**src/core/wfec_map.svh**
```systemverilog
// Register map, field positions, reset values and timing for the wake counter
`ifndef WFEC_MAP_SVH
`define WFEC_MAP_SVH

`define WFEC_ADDR_RATE   8'h44
`define WFEC_ADDR_COUNT  8'h45
`define WFEC_ADDR_LIMIT  8'h46
`define WFEC_ADDR_DONE   8'h47
`define WFEC_ADDR_FLAG   8'h51
`define WFEC_CFG_LO      8'h30
`define WFEC_CFG_HI      8'h44

`define WFEC_FD_IGN_BIT  7
`define WFEC_NOM_HI      6
`define WFEC_NOM_LO      4
`define WFEC_FAST_HI     3
`define WFEC_FAST_LO     2
`define WFEC_DONE_BIT    7
`define WFEC_OVF_BIT     3

`define WFEC_RATE_RST    8'h50
`define WFEC_NOM_RST     3'h5
`define WFEC_FAST_RST    2'h0
`define WFEC_LIMIT_RST   8'h1F
`define WFEC_ZERO8       8'h00
`define WFEC_ONE8        8'h01

`define WFEC_NOM_50K     3'h0
`define WFEC_NOM_100K    3'h1
`define WFEC_NOM_125K    3'h2
`define WFEC_NOM_250K    3'h3
`define WFEC_NOM_RSV4    3'h4
`define WFEC_NOM_500K    3'h5
`define WFEC_NOM_RSV6    3'h6
`define WFEC_NOM_1M      3'h7
`define WFEC_FAST_X4     2'h0
`define WFEC_FAST_X10    2'h1

`define WFEC_CLK_MHZ     250
`define WFEC_BIT_NS_50K  20000
`define WFEC_BIT_NS_100K 10000
`define WFEC_BIT_NS_125K 8000
`define WFEC_BIT_NS_250K 4000
`define WFEC_BIT_NS_500K 2000
`define WFEC_BIT_NS_1M   1000
`define WFEC_BIT_CYC(ns) (((ns) * `WFEC_CLK_MHZ) / 1000)

`endif

```
**src/core/wfec_pkg.sv**
```systemverilog
// Types shared by the wake frame error counter modules
package wfec_pkg;

  typedef struct packed {
    logic       wr;
    logic       rd;
    logic [7:0] addr;
    logic [7:0] wdata;
  } wfec_reg_req_type;

  typedef struct packed {
    logic done;
    logic err;
    logic fd;
  } wfec_frame_type;

  typedef struct packed {
    logic [7:0] count;
    logic       ovf;
  } wfec_cnt_state_type;

  typedef struct packed {
    logic        fd_ignore;
    logic [2:0]  nom_rate;
    logic [1:0]  fast_ratio;
    logic [7:0]  limit;
    logic        cfg_done;
    logic        ovf_flag;
    logic [7:0]  rdata;
    logic        det_en_q;
    logic        idle_en_q;
    logic [12:0] bit_cyc;
    logic        nom_rsvd;
    logic        fast_rsvd;
  } wfec_state_type;

endpackage : wfec_pkg

```
**src/core/wfec_counter.sv**
```systemverilog
// Frame error up/down counter with limit overflow pulse
`timescale 1ns/100ps
`include "wfec_map.svh"
module wfec_counter import wfec_pkg::*; (
  input  wire logic       clk_i,
  input  wire logic       rstn_i,
  input  wire logic       clear_i,
  input  wfec_frame_type  frame_i,
  input  wire logic       fd_ignore_i,
  input  wire logic [7:0] limit_i,
  output logic [7:0]      count_o,
  output logic            overflow_o
);

  wfec_cnt_state_type st;
  wfec_cnt_state_type next_st;
  logic               counted;
  logic               is_err;

  always_comb begin
    next_st = st;
    next_st.ovf = 1'b0;
    // FD frames fall out entirely when ignored
    counted = frame_i.done && !(frame_i.fd && fd_ignore_i);
    // Unignored FD frame counts as an error frame
    is_err = frame_i.err || frame_i.fd;
    if (clear_i) begin
      next_st.count = `WFEC_ZERO8;
    end else if (counted && is_err) begin
      // Holds at the limit; >= covers a limit lowered below the count
      if (st.count >= limit_i) begin
        next_st.ovf = 1'b1;
      end else begin
        next_st.count = 8'(st.count + `WFEC_ONE8);
      end
    end else if (counted && st.count != `WFEC_ZERO8) begin
      next_st.count = 8'(st.count - `WFEC_ONE8);
    end
  end

  always_ff @(posedge clk_i or negedge rstn_i) begin
    if (!rstn_i) begin
      st <= '0;
    end else begin
      st <= next_st;
    end
  end

  assign count_o    = st.count;
  assign overflow_o = st.ovf;

  cnt_clear_a: assert property (@(posedge clk_i) disable iff (!rstn_i)
    clear_i |=> count_o == `WFEC_ZERO8 && !overflow_o)
    else $error("counter not cleared on enable");

  cnt_inc_a: assert property (@(posedge clk_i) disable iff (!rstn_i)
    !clear_i && frame_i.done && frame_i.err && !frame_i.fd
    && count_o < limit_i |=> count_o == $past(count_o) + 8'h01)
    else $error("error frame did not add one");

  cnt_dec_a: assert property (@(posedge clk_i) disable iff (!rstn_i)
    !clear_i && frame_i.done && !frame_i.err && !frame_i.fd
    |=> count_o == (($past(count_o) == 8'h00) ? 8'h00
                    : $past(count_o) - 8'h01))
    else $error("good frame handling wrong");

  fd_ignore_a: assert property (@(posedge clk_i) disable iff (!rstn_i)
    !clear_i && frame_i.done && frame_i.fd && fd_ignore_i
    |=> $stable(count_o) && !overflow_o)
    else $error("ignored FD frame changed counter");

  fd_error_a: assert property (@(posedge clk_i) disable iff (!rstn_i)
    !clear_i && frame_i.done && frame_i.fd && !fd_ignore_i
    |=> count_o == $past(count_o) + 8'h01 || overflow_o)
    else $error("FD frame not counted as error");

  ovf_limit_a: assert property (@(posedge clk_i) disable iff (!rstn_i)
    !clear_i && frame_i.done && frame_i.err && !frame_i.fd
    && count_o == limit_i |=> overflow_o && $stable(count_o))
    else $error("no overflow at limit");

endmodule // wfec_counter

```
**src/core/wfec_top.sv**
```systemverilog
// Rate configuration, error limit and overflow flag registers of the wake logic
`timescale 1ns/100ps
`include "wfec_map.svh"
module wfec_top import wfec_pkg::*; #(
  parameter int unsigned BIT_CYC_50K = `WFEC_BIT_CYC(`WFEC_BIT_NS_50K)
) (
  input  wire logic        clk_i,
  input  wire logic        rstn_i,
  input  wfec_reg_req_type reg_req_i,
  input  wfec_frame_type   frame_i,
  input  wire logic        frame_detect_en_i,
  input  wire logic        idle_detect_en_i,
  output logic [7:0]       reg_rdata_o,
  output logic             fd_frame_ignore_select_o,
  output logic [2:0]       nominal_rate_select_o,
  output logic [1:0]       fast_rate_ratio_select_o,
  output logic [7:0]       error_count_limit_o,
  output logic [7:0]       frame_error_count_o,
  output logic             error_count_overflow_flag_o,
  output logic             wake_config_done_o,
  output logic [12:0]      nominal_bit_cycles_o,
  output logic             nominal_rate_reserved_o,
  output logic             fast_ratio_reserved_o
);

  localparam logic [12:0] CYC_50K  = 13'(BIT_CYC_50K);
  localparam logic [12:0] CYC_100K =
    13'(`WFEC_BIT_CYC(`WFEC_BIT_NS_100K));
  localparam logic [12:0] CYC_125K =
    13'(`WFEC_BIT_CYC(`WFEC_BIT_NS_125K));
  localparam logic [12:0] CYC_250K =
    13'(`WFEC_BIT_CYC(`WFEC_BIT_NS_250K));
  localparam logic [12:0] CYC_500K =
    13'(`WFEC_BIT_CYC(`WFEC_BIT_NS_500K));
  localparam logic [12:0] CYC_1M   =
    13'(`WFEC_BIT_CYC(`WFEC_BIT_NS_1M));

  wfec_state_type st;
  wfec_state_type next_st;
  logic           cnt_clear;
  logic [7:0]     cnt_value;
  logic           cnt_ovf;
  logic           wr_rate;
  logic           wr_limit;
  logic           wr_done;
  logic           wr_flag;
  logic           wr_cfg;
  logic [7:0]     rate_word;

  // Enable lines come from sibling registers on this clock, so no sync
  assign cnt_clear = (frame_detect_en_i && !st.det_en_q)
                   || (idle_detect_en_i && !st.idle_en_q);

  wfec_counter u_counter (
    .clk_i       (clk_i),
    .rstn_i      (rstn_i),
    .clear_i     (cnt_clear),
    .frame_i     (frame_i),
    .fd_ignore_i (st.fd_ignore),
    .limit_i     (st.limit),
    .count_o     (cnt_value),
    .overflow_o  (cnt_ovf)
  );

  assign wr_rate  = reg_req_i.wr && reg_req_i.addr == `WFEC_ADDR_RATE;
  assign wr_limit = reg_req_i.wr && reg_req_i.addr == `WFEC_ADDR_LIMIT;
  assign wr_done  = reg_req_i.wr && reg_req_i.addr == `WFEC_ADDR_DONE;
  assign wr_flag  = reg_req_i.wr && reg_req_i.addr == `WFEC_ADDR_FLAG;
  // Matching registers below the rate register live elsewhere, yet a
  // write to them must still drop the done bit
  assign wr_cfg   = reg_req_i.wr
                  && ((reg_req_i.addr >= `WFEC_CFG_LO
                       && reg_req_i.addr <= `WFEC_CFG_HI)
                      || reg_req_i.addr == `WFEC_ADDR_LIMIT);

  always_comb begin
    rate_word = `WFEC_ZERO8;
    rate_word[`WFEC_FD_IGN_BIT] = st.fd_ignore;
    rate_word[`WFEC_NOM_HI:`WFEC_NOM_LO] = st.nom_rate;
    rate_word[`WFEC_FAST_HI:`WFEC_FAST_LO] = st.fast_ratio;
  end

  always_comb begin
    next_st = st;
    next_st.det_en_q  = frame_detect_en_i;
    next_st.idle_en_q = idle_detect_en_i;

    if (wr_rate) begin
      next_st.fd_ignore  = reg_req_i.wdata[`WFEC_FD_IGN_BIT];
      next_st.nom_rate   =
        reg_req_i.wdata[`WFEC_NOM_HI:`WFEC_NOM_LO];
      next_st.fast_ratio =
        reg_req_i.wdata[`WFEC_FAST_HI:`WFEC_FAST_LO];
    end

    if (wr_limit) begin
      next_st.limit = reg_req_i.wdata;
    end

    // Done bit: written directly, dropped by any config write
    if (wr_cfg) begin
      next_st.cfg_done = 1'b0;
    end else if (wr_done) begin
      next_st.cfg_done = reg_req_i.wdata[`WFEC_DONE_BIT];
    end

    // Overflow beats a clear in the same cycle so no event is lost
    if (cnt_ovf) begin
      next_st.ovf_flag = 1'b1;
    end else if (wr_flag && reg_req_i.wdata[`WFEC_OVF_BIT]) begin
      next_st.ovf_flag = 1'b0;
    end

    // Bit period in clock cycles; reserved codes give zero
    next_st.nom_rsvd = 1'b0;
    case (st.nom_rate)
      `WFEC_NOM_50K: begin
        next_st.bit_cyc = CYC_50K;
      end
      `WFEC_NOM_100K: begin
        next_st.bit_cyc = CYC_100K;
      end
      `WFEC_NOM_125K: begin
        next_st.bit_cyc = CYC_125K;
      end
      `WFEC_NOM_250K: begin
        next_st.bit_cyc = CYC_250K;
      end
      `WFEC_NOM_500K: begin
        next_st.bit_cyc = CYC_500K;
      end
      `WFEC_NOM_1M: begin
        next_st.bit_cyc = CYC_1M;
      end
      default: begin
        next_st.bit_cyc  = '0;
        next_st.nom_rsvd = 1'b1;
      end
    endcase

    case (st.fast_ratio)
      `WFEC_FAST_X4: begin
        next_st.fast_rsvd = 1'b0;
      end
      `WFEC_FAST_X10: begin
        next_st.fast_rsvd = 1'b0;
      end
      default: begin
        next_st.fast_rsvd = 1'b1;
      end
    endcase

    // Read data lands one cycle after the strobe; unmapped reads zero
    if (reg_req_i.rd) begin
      case (reg_req_i.addr)
        `WFEC_ADDR_RATE: begin
          next_st.rdata = rate_word;
        end
        `WFEC_ADDR_COUNT: begin
          next_st.rdata = cnt_value;
        end
        `WFEC_ADDR_LIMIT: begin
          next_st.rdata = st.limit;
        end
        `WFEC_ADDR_DONE: begin
          next_st.rdata = `WFEC_ZERO8;
          next_st.rdata[`WFEC_DONE_BIT] = st.cfg_done;
        end
        `WFEC_ADDR_FLAG: begin
          next_st.rdata = `WFEC_ZERO8;
          next_st.rdata[`WFEC_OVF_BIT] = st.ovf_flag;
        end
        default: begin
          next_st.rdata = `WFEC_ZERO8;
        end
      endcase
    end
  end

  always_ff @(posedge clk_i or negedge rstn_i) begin
    if (!rstn_i) begin
      st            <= '0;
      st.nom_rate   <= `WFEC_NOM_RST;
      st.fast_ratio <= `WFEC_FAST_RST;
      st.limit      <= `WFEC_LIMIT_RST;
      st.bit_cyc    <= CYC_500K;
    end else begin
      st <= next_st;
    end
  end

  assign reg_rdata_o                 = st.rdata;
  assign fd_frame_ignore_select_o    = st.fd_ignore;
  assign nominal_rate_select_o       = st.nom_rate;
  assign fast_rate_ratio_select_o    = st.fast_ratio;
  assign error_count_limit_o         = st.limit;
  assign frame_error_count_o         = cnt_value;
  assign error_count_overflow_flag_o = st.ovf_flag;
  assign wake_config_done_o          = st.cfg_done;
  assign nominal_bit_cycles_o        = st.bit_cyc;
  assign nominal_rate_reserved_o     = st.nom_rsvd;
  assign fast_ratio_reserved_o       = st.fast_rsvd;

  // Counter cannot be written by software
  count_ro_a: assert property (@(posedge clk_i) disable iff (!rstn_i)
    reg_req_i.wr && reg_req_i.addr == `WFEC_ADDR_COUNT
    && !frame_i.done && !cnt_clear |=> $stable(frame_error_count_o))
    else $error("write changed the counter");

  ovf_sticky_a: assert property (@(posedge clk_i) disable iff (!rstn_i)
    error_count_overflow_flag_o
    && !(wr_flag && reg_req_i.wdata[`WFEC_OVF_BIT])
    |=> error_count_overflow_flag_o)
    else $error("overflow flag dropped on its own");

  ovf_set_a: assert property (@(posedge clk_i) disable iff (!rstn_i)
    cnt_ovf |=> error_count_overflow_flag_o)
    else $error("overflow pulse did not set the flag");

  cfg_clear_a: assert property (@(posedge clk_i) disable iff (!rstn_i)
    wr_rate || wr_limit |=> !wake_config_done_o)
    else $error("config write kept done bit");

  limit_wr_a: assert property (@(posedge clk_i) disable iff (!rstn_i)
    wr_limit |=> error_count_limit_o == $past(reg_req_i.wdata))
    else $error("limit not stored");

  nom_rsvd_a: assert property (@(posedge clk_i) disable iff (!rstn_i)
    ##1 nominal_rate_reserved_o ==
      ($past(st.nom_rate) == `WFEC_NOM_RSV4
       || $past(st.nom_rate) == `WFEC_NOM_RSV6))
    else $error("nominal reserved decode wrong");

  fast_rsvd_a: assert property (@(posedge clk_i) disable iff (!rstn_i)
    ##1 fast_ratio_reserved_o == ($past(st.fast_ratio) > `WFEC_FAST_X10))
    else $error("fast ratio reserved decode wrong");

  rate_read_a: assert property (@(posedge clk_i) disable iff (!rstn_i)
    reg_req_i.rd && reg_req_i.addr == `WFEC_ADDR_RATE
    |=> reg_rdata_o[`WFEC_FD_IGN_BIT] == $past(st.fd_ignore)
        && reg_rdata_o[1:0] == 2'h0)
    else $error("rate register read wrong");

  // Every field of the rate register must land where software wrote it
  fd_store_a: assert property (@(posedge clk_i) disable iff (!rstn_i)
    wr_rate |=> fd_frame_ignore_select_o
                == $past(reg_req_i.wdata[`WFEC_FD_IGN_BIT]))
    else $error("FD ignore bit not stored");

  nom_store_a: assert property (@(posedge clk_i) disable iff (!rstn_i)
    wr_rate |=> nominal_rate_select_o
                == $past(reg_req_i.wdata[`WFEC_NOM_HI:`WFEC_NOM_LO]))
    else $error("nominal rate field not stored");

  fast_store_a: assert property (@(posedge clk_i) disable iff (!rstn_i)
    wr_rate |=> fast_rate_ratio_select_o
                == $past(reg_req_i.wdata[`WFEC_FAST_HI:`WFEC_FAST_LO]))
    else $error("fast ratio field not stored");

  done_wr_a: assert property (@(posedge clk_i) disable iff (!rstn_i)
    reg_req_i.wr && reg_req_i.addr == `WFEC_ADDR_DONE
    |=> wake_config_done_o == $past(reg_req_i.wdata[`WFEC_DONE_BIT]))
    else $error("done bit write not stored");

  cfg_range_a: assert property (@(posedge clk_i) disable iff (!rstn_i)
    reg_req_i.wr && reg_req_i.addr >= `WFEC_CFG_LO
    && reg_req_i.addr <= `WFEC_CFG_HI |=> !wake_config_done_o)
    else $error("matching register write kept done bit");

  cnt_read_a: assert property (@(posedge clk_i) disable iff (!rstn_i)
    reg_req_i.rd && reg_req_i.addr == `WFEC_ADDR_COUNT
    |=> reg_rdata_o == $past(frame_error_count_o))
    else $error("counter read wrong");

  limit_read_a: assert property (@(posedge clk_i) disable iff (!rstn_i)
    reg_req_i.rd && reg_req_i.addr == `WFEC_ADDR_LIMIT
    |=> reg_rdata_o == $past(error_count_limit_o))
    else $error("limit read wrong");

  flag_read_a: assert property (@(posedge clk_i) disable iff (!rstn_i)
    reg_req_i.rd && reg_req_i.addr == `WFEC_ADDR_FLAG
    |=> reg_rdata_o[`WFEC_OVF_BIT] == $past(error_count_overflow_flag_o))
    else $error("overflow flag read wrong");

  flag_clr_a: assert property (@(posedge clk_i) disable iff (!rstn_i)
    reg_req_i.wr && reg_req_i.addr == `WFEC_ADDR_FLAG
    && reg_req_i.wdata[`WFEC_OVF_BIT] && !cnt_ovf
    |=> !error_count_overflow_flag_o)
    else $error("overflow flag not cleared by software");

  bit_500k_a: assert property (@(posedge clk_i) disable iff (!rstn_i)
    nominal_rate_select_o == `WFEC_NOM_500K
    |=> nominal_bit_cycles_o == CYC_500K)
    else $error("500k bit period wrong");

  bit_1m_a: assert property (@(posedge clk_i) disable iff (!rstn_i)
    nominal_rate_select_o == `WFEC_NOM_1M
    |=> nominal_bit_cycles_o == CYC_1M)
    else $error("1M bit period wrong");

  det_clear_a: assert property (@(posedge clk_i) disable iff (!rstn_i)
    $rose(frame_detect_en_i) |=> frame_error_count_o == `WFEC_ZERO8)
    else $error("detect enable did not zero the counter");

  idle_clear_a: assert property (@(posedge clk_i) disable iff (!rstn_i)
    $rose(idle_detect_en_i) |=> frame_error_count_o == `WFEC_ZERO8)
    else $error("idle enable did not zero the counter");

endmodule // wfec_top

```
**config.mk**
```make
export PLATFORM = sky130hd
export DESIGN_NAME = wfec_top
export DESIGN_NICKNAME = d
export VERILOG_FILES = /design/src/core/wfec_pkg.sv /design/src/core/wfec_counter.sv /design/src/core/wfec_top.sv
export VERILOG_INCLUDE_DIRS = /design/src /design/src/core
export SDC_FILE = /design/constraint.sdc
export NUM_CORES = 1
export LEC_CHECK = 0
export ABC_AREA = 1
export BUFFER_PORTS_ARGS = -buffer_cell sky130_fd_sc_hd__buf_2
export CAP_MARGIN = 5
export CELL_PAD_IN_SITES_DETAIL_PLACEMENT = 0
export CELL_PAD_IN_SITES_GLOBAL_PLACEMENT = 1
export CORE_MARGIN = 4
export CORE_UTILIZATION = 39
export CTS_CLUSTER_SIZE = 12
export DETAILED_ROUTE_END_ITERATION = 8
export HOLD_SLACK_MARGIN = 0.05
export PLACE_DENSITY = 0.88
export SYNTH_ARGS = -nofsm -noshare
export SYNTH_HDL_FRONTEND = slang
export SYNTH_SLANG_ARGS = --single-unit
```
**constraint.sdc**
```tcl
create_clock -name clk_i -period 1.9 [get_ports clk_i]
set_input_delay 0.19 -clock clk_i [delete_from_list [all_inputs] [get_ports clk_i]]
set_output_delay 0.19 -clock clk_i [all_outputs]
set_load 0.02 [all_outputs]
```
==> results.yml, run 1 <==
synth:
  syn_area_um2: 3040
  netlist.area_leader.share_pct: 29.6
  synthCells: 396
  synth.ff_latch_count: 49
  synth_fa_ha_area_share_pct: 6.42
  synth_simple_gate_area_share_pct: 26.4
  synth-seq-area-share_pct: 40.9
  ys_types: 31
  synth_area_leaders: "dfrtp_1, nand2_1, dfstp_2"
  post_synth_mux_area_share_pct: 0
  postSynthAreaPerCell_um2: 7.68
  syn_nets: 436
  yosysWarnings: 0
  synth_top_family_by_area: "simple AND/OR/NAND/NOR gates"
  synth_compound_area_share_pct: 8.31
  synth_top_area_cell: "dfrtp_1"
  synth_xor_area_share_pct: 0.864
cts:
  worstSkewPairLatency_ns: 0.30
  clock-root-buffer: "clkbuf_8"
  clkTransAtPathRegs_ns: 0.09
  cts.htree.levels: 2
  numCtsBuffers: 5
  cts_max_path_buffers: 2
  tritoncts: "yes"
  cts.sinks: 49
critical_path:
  cp_slowest_stage_delay_ns: 0.40
  required_ns: 2.10
  cp.buffers_inverters: 2
  crit_arrival_ns: 2.01
  path_max_fanout: 8
  endpoint_kind: "register"
  worstSetupPathType: "reg2reg"
  path_cells: "nand2_2 > nand3_4 > ha_4 > nand2_2 > nand2_2 > inv_2 > nand2_2 > buf_4 > xnor2_2 > nor2_1 > nand2_1 > nand2_1"
  critical-path-top-delay-family: "simple AND/OR/NAND/NOR gates"
  crit_slowest_cell: "dfrtp_1"
  start_kind: "register"
  critPathMostFrequentCell: "nand2_2"
drt:
  final_antenna_net_count: 0
  wl_per_cell_um: 13.3
  drc: 0
  drt-initial-drc-count: 109
  viasPerCell: 4.69
  drt_wl_total_um: 7350
  vias: 2604
  firstDrtPassIters: 4
global_route:
  grt_pass1_wl_um: 12200
  antenna_found_initial: 0
  grt_pass1_vias: 2531
  grt_usage_pct: 16.9
  grt_max_degree: 29
  overflow: 0
min_path:
  worstHoldPathType: "in2reg"
power_and_ir_drop:
  p_leak_nw: 1.96
  internal_power_mw: 2.31
  ir_drop_mv: 0.483
  fin_total_pwr_mw: 3.81
  netSwitchingPower_mw: 1.50
  pwr-share-seq_pct: 34.7
  powerDensity_nw_per_um2: 1050
  pwr-share-clk_pct: 20.2
  switching_share_pct: 39.3
  combPwrFrac_pct: 45.1
cells_and_area:
  drive_gt1_share_pct: 33.3
  final_net_count: 495
  fill_cells: 742
  syn_to_final_growth_pct: 19.8
  fin_util_pct: 49.1
  diodes: 0
timing:
  rsz0062_at_grt: "true"
  fin_crit_sh_pct: 95.2
  setup-violations-final: 0
  max_freq_mhz: 553
  setup-tns-final_ns: 0
  final-hold-violation-count: 0
  maxSlewHeadroom_pct: 57.7
  clock_skew_ns: 0.00971
  fin_crit_ns: 1.81
  timing.final.ws_setup_ns: 0.0903
  fin_hold_ws_ns: 0.115
  final_max_slew_viol_count: 0
  max_slew.worst_pin.slew_ns: 0.635
status:
  status: "finished, final reports clean"
floorplan:
  die_x_um: 96.3
  fp.coreArea_um2: 7410
  die_h_um: 96.3
  ios: 72
  rows: 31
  die_area_um2: 9270
  start_util_pct: 41.0
place:
  place_hpwl_um: 5690
  portBuffers: 70
  post-place-ws_ns: -0.00923
  gp_congestion: 0.832
job:
  drv_cap: 0
## layout by cell type, fill, tap and decap left out
cell           instances
o21ai_1               10
buf_4                 18
nor3_2                 1
clkbuf_8               6
inv_1                 54
conb_1                 1
inv_2                  6
fa_2                   1
o21a_1                 1
xnor2_2                1
nand2_1              109
nand3_2                3
a21o_1                 1
dlygate4sd3_1          3
o211ai_1               2
a21oi_2                4
ha_4                   6
nand3_4                1
nor2_2                 1
nand2_4                1
a21oi_1                8
xor2_1                 2
nand2_2               10
o22ai_1                2
buf_2                 70
nor3_4                 1
dfstp_2               13
nand4_1                7
ha_1                   8
nor3_1                 4
o21ai_4                1
nor2_1                32
dfrtp_1               36
clkinvlp_4             1
bufinv_16              1
o21ai_2                6
nand3_1               20
o21ai_0                4
## flip-flops by register name, indices dropped and copies added, names as in the netlist, 2 cells and up
name and cells:
error_count_limit_o 8, fast_rate_ratio_select_o 2, nominal_bit_cycles_o 12, nominal_rate_select_o 3, reg_rdata_o 8, st 2
u_counter.count_o 8
## through the flow
step                instances  instance area (µm²)
global placement          540                 3330
global route              555                 3640
CTS                       551                 3500
floorplan                 396                 3040
detailed placement        540                 3330
finish                    555                 3640
## area by class of cell
class	count	area, µm²	share of cell area, %
clock inverters	2	37.5	1.03
repair buffers	91	515	14.2
multi-input cells	248	1410	38.8
clock buffers	6	82.6	2.27
inverters	60	225	6.19
well taps	99	124	3.40
flip-flops and latches	49	1240	34.1
## worst reg2reg max path, stage by stage, from the launching register on
cell and delay, ns:
dfrtp_1 0.40, nand2_2 0.10, nand3_4 0.20, ha_4 0.37, nand2_2 0.06, nand2_2 0.08
inv_2 0.04, nand2_2 0.07, buf_4 0.12, xnor2_2 0.09, nor2_1 0.05, nand2_1 0.08
nand2_1 0.04
## per-layer routing
layer	GRT usage, %	share of wire (%)	vias up
li1	-	-	1320
met2	28.3	49	62
met1	22.6	45	1216
met4	4.21	0.88	0
met5	0	0	-
met3	2.97	4.2	6
## cell families after synthesis
logic type / after synthesis
compound gates: 39
xor+xnor: 3
fa+ha+maj: 15
buf+inv: 99
flops: 49
other cells: 1
simple gates: 190
## synth_stat cells
| library cell | n |
|---|---|
| a21oi_2 | 3 |
| dfrtp_1 | 36 |
| a21o_1 | 1 |
| o22ai_1 | 2 |
| inv_2 | 4 |
| o21ai_0 | 4 |
| fa_1 | 1 |
| o21ai_2 | 6 |
| nand2_2 | 1 |
| a21oi_1 | 9 |
| o211ai_1 | 2 |
| buf_6 | 2 |
| o21ai_1 | 10 |
| buf_4 | 35 |
| nand3_2 | 3 |
| o21ai_4 | 1 |
| dfstp_2 | 13 |
| nand3_1 | 21 |
| clkbuf_1 | 2 |
| nor3_2 | 1 |
| o21a_1 | 1 |
| nor3_4 | 1 |
| nand4_1 | 7 |
| ha_1 | 14 |
| nor2_1 | 33 |
| nor3_1 | 4 |
| xor2_1 | 2 |
| conb_1 | 1 |
| nand2_1 | 119 |
| xnor2_1 | 1 |
| inv_1 | 56 |
## repair_timing
item | in CTS | in global routing
pin swaps | 0 | 13
setup endpoints to repair | 2 | 8
hold buffers | 3 | 0
gates cloned | 0 | 0
gates resized for setup | 2 | 24
buffers inserted | 0 | 4
endpoints found under the hold margin | 18 | 0
## power groups by stage
stage | clock network, mW | logic [mW] | registers, mW
4_1_cts | 0.791 | 1.51 | 1.30
2_1_floorplan | 0 | 0.944 | 1.39
3_5_place_dp | 0 | 1.47 | 1.32
3_3_place_gp | 0 | 1.44 | 1.32
6_report | 0.770 | 1.72 | 1.32
5_1_grt | 0.848 | 1.95 | 1.34
## worst paths after layout
path / cells after the start / slack [ns] / endpoint / from
max: 12 / 0.09 / u_counter.count_o[3] / fd_frame_ignore_select_o
max in group asynchronous: 3 / 0.75 / error_count_limit_o[3] / rstn_i
max reg2reg: 12 / 0.09 / u_counter.count_o[3] / fd_frame_ignore_select_o
min reg2reg: 1 / 0.43 / error_count_overflow_flag_o / u_counter.overflow_o
min in group asynchronous: 2 / 0.44 / nominal_bit_cycles_o[9] / rstn_i
min: 3 / 0.12 / nominal_rate_select_o[0] / reg_req_i[4]
Note: power is estimated with default switching activity, not from simulation.
==> run 2: changes to the inputs <==
- ABC_AREA: 1 -> 0
- CORE_UTILIZATION: 39 -> 41
- PLACE_DENSITY: 0.88 -> 0.89
==> run 2 against run 1 <==
The run now ends with setup timing left; combinational power increased by 5%; sequential cell count unchanged; cell area decreased by 2.3%; largest cell class unchanged.
==> results.yml, run 2 <==
synth:
  synth-seq-area-share_pct: 43.6
  synth_area_leaders: "dfrtp_1, dfstp_2, buf_4"
  ys_types: 47
  yosys_most_used_dff: "dfrtp_1"
  synth.ff_latch_count: 49
  synth_most_common_cell: "dfrtp_1"
  synth_edf_count: 0
  postSynthAreaPerCell_um2: 10.1
  synthCells: 283
  yosysWarnings: 0
  netlist.area_leader.share_pct: 31.6
  syn_nets: 323
  syn_area_um2: 2850
  synth_top_area_cell: "dfrtp_1"
  async_flop_share_pct: 100
  yosys-top-cells-count: "dfrtp_1, buf_4, inv_1"
cells_and_area:
  diodes: 0
  largest_reg_flops: 12
  final_common_cell: "buf_2"
  final_cell_mix: "buf_2, buf_4, dfrtp_1"
  syn_to_final_growth_pct: 24.8
  drive_gt1_share_pct: 45.7
  fin_cells: 441
  final_net_count: 400
drt:
  vias: 2162
  drc: 0
  firstDrtPassIters: 4
  viasPerCell: 4.90
  final_antenna_net_count: 0
  drt_wl_total_um: 6230
  wl_per_cell_um: 14.1
  drt-initial-drc-count: 39
critical_path:
  rrSetupSlack_ns: -0.26
  reg2reg_to: "u_counter.count_o[7]"
  start_kind: "register"
  required_ns: 2.14
  path_cells: "nand2b_4 > a21boi_4 > inv_4 > ha_4 > a211oi_2 > o21ai_1 > o31ai_1 > xnor2_1 > or3_1 > a21oi_1"
  reg2reg_depth: 10
  worstSetupEndpoint: "u_counter.count_o[7]"
  path_max_fanout: 5
  startpoint: "fd_frame_ignore_select_o"
  crit_arrival_ns: 2.39
  worstSetupPathType: "reg2reg"
  cp_slowest_stage_delay_ns: 0.41
  endpoint_kind: "register"
  crit_slowest_cell: "dfrtp_2"
  r2r-start: "fd_frame_ignore_select_o"
global_route:
  grt_max_degree: 34
  grt_pass1_wl_um: 10400
  busiest_layer: "met2"
  grt_pass1_vias: 2231
  overflow: 0
  antenna_found_initial: 0
  grt_use_met1_pct: 19.0
  globalRouteMet2Util_pct: 27.3
  grtUsageMet3_pct: 2.65
  grt_usage_pct: 15.3
status:
  status: "finished, violations left"
  violations: "setup timing"
timing:
  final-hold-violation-count: 0
  final_max_slew_viol_count: 0
  setup-violations-final: 8
  max_freq_mhz: 464
  rsz0062_at_grt: "true"
  fin_crit_sh_pct: 114
  clock_skew_ns: 0.00365
  timing.final.ws_setup_ns: -0.257
  fin_crit_ns: 2.16
floorplan:
  start_util_pct: 42.2
  fp.coreArea_um2: 6760
  ios: 72
  die_x_um: 91.4
  rows: 30
  die_h_um: 91.4
  die_area_um2: 8350
power_and_ir_drop:
  switching_share_pct: 36.2
  fin_total_pwr_mw: 3.91
  combPwrFrac_pct: 46.3
  pwr-share-seq_pct: 33.9
  pwr-share-clk_pct: 19.8
  ir_drop_mv: 0.751
  internal_power_mw: 2.49
  powerDensity_nw_per_um2: 1100
  p_leak_nw: 1.78
  netSwitchingPower_mw: 1.41
place:
  portBuffers: 70
  gp_congestion: 0.858
  place_hpwl_um: 4910
  dp_cells: 429
cts:
  tritoncts: "yes"
  clkTransAtPathRegs_ns: 0.09
  worstSkewPairLatency_ns: 0.31
  cts.htree.levels: 2
  numCtsBuffers: 5
  cts.sinks: 49
  clock-root-buffer: "clkbuf_8"
  cts_max_path_buffers: 2
min_path:
  worstHoldPathType: "in2reg"
job:
  drv_cap: 0
-- run 2: kinds of logic (layout without fill, tap and decap cells) --
| logic type | count (synthesis) | count (layout) | synth area share [%] |
|---|---|---|---|
| AOI/OAI and AO/OA | 53 | 53 | 11.5 |
| muxes | 23 | 23 | 9.92 |
| xor gates and xnor gates | 6 | 6 | 1.84 |
| buffers and inverters | 68 | 146 | 13.6 |
| adders and majority gates | 15 | 15 | 6.85 |
| other | 1 | 1 | 0.132 |
| and+or+nand+nor | 68 | 68 | 12.6 |
| DFF | 49 | 49 | 43.6 |
-- run 2: how the worst min path moves through the flow --
stage                  from                      to  slack, ns  cells past startpoint
2_1_floorplan        rstn_i  error_count_limit_o[5]      -0.11                      0
3_3_place_gp         rstn_i                  st[15]       0.16                      1
3_5_place_dp         rstn_i                  st[16]       0.16                      1
4_1_cts        reg_req_i[1]  error_count_limit_o[1]       0.11                      2
5_1_grt        reg_req_i[1]  error_count_limit_o[1]       0.11                      2
6_report       reg_req_i[0]  error_count_limit_o[0]       0.12                      2
-- run 2: what timing repair did --
item	CTS	global route
resized for setup	0	2
endpoints found under the hold margin	15	0
setup endpoints to repair	8	8
cloned	0	0
hold buffers	3	0
setup buffers	1	0
pin swaps	3	0
-- run 2: power by group through the flow --
| stage | clock network [mW] | registers, mW | logic [mW] |
|---|---|---|---|
| floorplan | 0 | 1.43 | 1.03 |
| global placement | 0 | 1.34 | 1.73 |
| detailed placement | 0 | 1.34 | 1.79 |
| CTS | 0.790 | 1.32 | 1.81 |
| global route | 0.816 | 1.34 | 2.01 |
| finish | 0.774 | 1.32 | 1.81 |
-- run 2: cell type report --
cell class	count	area (µm²)
Fill cell	614	3200
Multi-Input combinational cell	166	1300
Sequential cell	49	1240
Timing Repair Buffer	115	708
Tap cell	80	100
Inverter	23	88.8
Clock buffer	5	68.8
Clock inverter	3	46.3
-- run 2: per-stage QoR --
step / hold slack [ns] / worst slack [ns] / TNS, ns / utilization (%) / cell area [µm²]
after floorplan: -0.106 / -0.414 / -1.02 / - / 2930
after global placement: 0.159 / -0.296 / -1.83 / 50.3 / 3400
after detailed placement: 0.158 / -0.323 / -1.96 / 50.3 / 3400
after CTS: 0.113 / -0.277 / -1.12 / 52.6 / 3550
after global routing: 0.108 / -0.396 / -2.16 / 52.7 / 3560
final: 0.116 / -0.257 / -1.07 / 52.7 / 3560
-- run 2: routing by layer --
metal	part of all wire [%]	vias up
met4	1.1	0
met5	0	-
li1	-	1082
met2	51	48
met1	44	1026
met3	4.0	6
-- run 2: worst max-delay path: cells and delay by family (launching register included) --
kind / cells / cell delay [ns]
simple gates: 2 / 0.45
compound gates: 5 / 0.80
fa+ha+maj: 1 / 0.25
buf+inv: 1 / 0.09
flops: 1 / 0.41
xor+xnor: 1 / 0.10
==> run 3: changes to the inputs <==
- PLACE_DENSITY: 0.89 -> not set
- PLACE_DENSITY_LB_ADDON: not set -> 0.1
- SETUP_SLACK_MARGIN: not set -> 0.1
==> run 3 against run 2 <==
The flow still finishes with violations (setup timing); first-iteration DRC count is 120% higher; sequential share of layout area fell by 0.96 points; non-clock buffer count up 6; fmax decreased by 0.83%; critical path type unchanged.
==> results.yml, run 3 (same netlist as run 2, synthesis figures left out) <==
critical_path:
  worstSetupEndpoint: "u_counter.count_o[7]"
  path_cells: "nand2b_4 > a21boi_4 > inv_4 > ha_4 > a211oi_2 > o21ai_1 > o31ai_1 > xnor2_1 > or3_1 > a21oi_1"
  path_max_fanout: 5
  worstSetupPathType: "reg2reg"
  rrSetupSlack_ns: -0.28
  r2r-start: "fd_frame_ignore_select_o"
  crit_arrival_ns: 2.41
  required_ns: 2.14
  reg2reg_depth: 10
  reg2reg_to: "u_counter.count_o[7]"
  start_kind: "register"
  crit_slowest_cell: "dfrtp_2"
  endpoint_kind: "register"
  startpoint: "fd_frame_ignore_select_o"
  cp_slowest_stage_delay_ns: 0.41
cells_and_area:
  final_net_count: 406
  largest_reg_flops: 12
  syn_to_final_growth_pct: 28.3
  diodes: 0
  drive_gt1_share_pct: 48.6
  final_cell_mix: "buf_2, buf_4, dfrtp_1"
  fill_cells: 635
  multi_input_area_um2: 1370
  seq_area_um2: 1240
  final_common_cell: "buf_2"
  stdcell_area_um2: 3660
floorplan:
  fp.coreArea_um2: 6760
  die_h_um: 91.4
  start_util_pct: 42.2
  rows: 30
  die_area_um2: 8350
  die_x_um: 91.4
  ios: 72
timing:
  max_slew.worst_pin.slew_ns: 0.635
  timing.final.ws_setup_ns: -0.276
  setup-violations-final: 8
  fin_crit_sh_pct: 115
  max_freq_mhz: 460
  final_max_slew_viol_count: 0
  fin_crit_ns: 2.18
  final-hold-violation-count: 0
  fin_hold_ws_ns: 0.111
  clock_skew_ns: 0.00755
  maxSlewHeadroom_pct: 57.7
  rsz0062_at_grt: "true"
cts:
  clock-root-buffer: "clkbuf_8"
  cts.sinks: 49
  tritoncts: "yes"
  clkTransAtPathRegs_ns: 0.10
  cts.htree.levels: 2
  worstSkewPairLatency_ns: 0.30
  cts_max_path_buffers: 2
  numCtsBuffers: 5
drt:
  vias: 2172
  drt-initial-drc-count: 87
  viasPerCell: 4.87
  drc: 0
  firstDrtPassIters: 5
  wl_per_cell_um: 14.7
  drt_wl_total_um: 6570
  final_antenna_net_count: 0
global_route:
  grt_max_degree: 50
  antenna_found_initial: 0
  overflow: 0
  grt_usage_pct: 16.4
  grt_pass1_vias: 2205
  grt_pass1_wl_um: 11000
power_and_ir_drop:
  ir_drop_mv: 0.769
  powerDensity_nw_per_um2: 1130
  p_leak_nw: 1.83
  fin_total_pwr_mw: 4.12
min_path:
  hold_start: "reg_req_i[1]"
  worstHoldPathType: "in2reg"
  hold_depth: 2
place:
  place_hpwl_um: 4990
  post-place-ws_ns: -0.323
  dpl_cell_area_um2: 3430
  gp_congestion: 0.804
  portBuffers: 70
job:
  drv_cap: 0
status:
  status: "finished, violations left"
  violations: "setup timing"
-- run 3: cell types whose count changed in the layout (fill, tap and decap cells not counted), sizes merged --
cell	previous run	this run
inv	23	24
buf	112	118
clkinvlp	1	0
clkinv	1	0
-- run 3: repair_timing --
action | 4_1_cts | 5_1_grt
hold buffers | 3 | 0
gates resized for setup | 5 | 11
endpoints found under the hold margin | 38 | 0
endpoints found under the setup margin | 8 | 9
pin swaps | 4 | 3
setup buffers | 2 | 0
-- run 3: report_power, final --
group,leakage (nW),switching (mW),internal [mW]
combinational,1.18,0.998,1.07
sequential,0.602,0.129,1.17
clock,0.0546,0.358,0.390
total,1.83,1.49,2.64
-- run 3: through the flow --
stage               utilization (%)  cells  setup TNS [ns]
finish                         54.1    446          -0.791
global route                   54.1    446           -1.60
CTS                            53.2    446           -1.08
detailed placement             50.7    434           -2.48
global placement               50.7    434           -2.36
floorplan                         -    283           -1.02
-- run 3: cell type report --
type / count / share of cell area (%)
Clock inverter: 2 / 1.06
Tap cell: 80 / 2.74
Sequential cell: 49 / 34.0
Clock buffer: 5 / 1.88
Timing Repair Buffer: 121 / 20.6
Inverter: 23 / 2.43
Multi-Input combinational cell: 166 / 37.3
-- run 3: metal layers --
metal / routed length, µm / GRT usage [%] / vias up
li1: - / - / 1102
met1: 3060 / 21.8 / 1022
met2: 3240 / 27.9 / 43
met3: 216 / 2.90 / 5
met4: 51 / 3.02 / 0
met5: 0 / 0 / -
-- run 3: critical path, delay by kind of cell (launching register included) --
family          cells  cell delay [ns]
compound gates      5             0.80
simple gates        2             0.45
flops               1             0.41
fa+ha+maj           1             0.25
xor+xnor            1             0.11
buf+inv             1             0.09
-- run 3: worst min-delay path by stage --
stage | endpoint | slack [ns]
6_report | error_count_limit_o[1] | 0.11
5_1_grt | error_count_limit_o[1] | 0.12
4_1_cts | error_count_limit_o[1] | 0.10
3_5_place_dp | st[15] | 0.31
3_3_place_gp | st[15] | 0.31
2_1_floorplan | error_count_limit_o[5] | -0.11
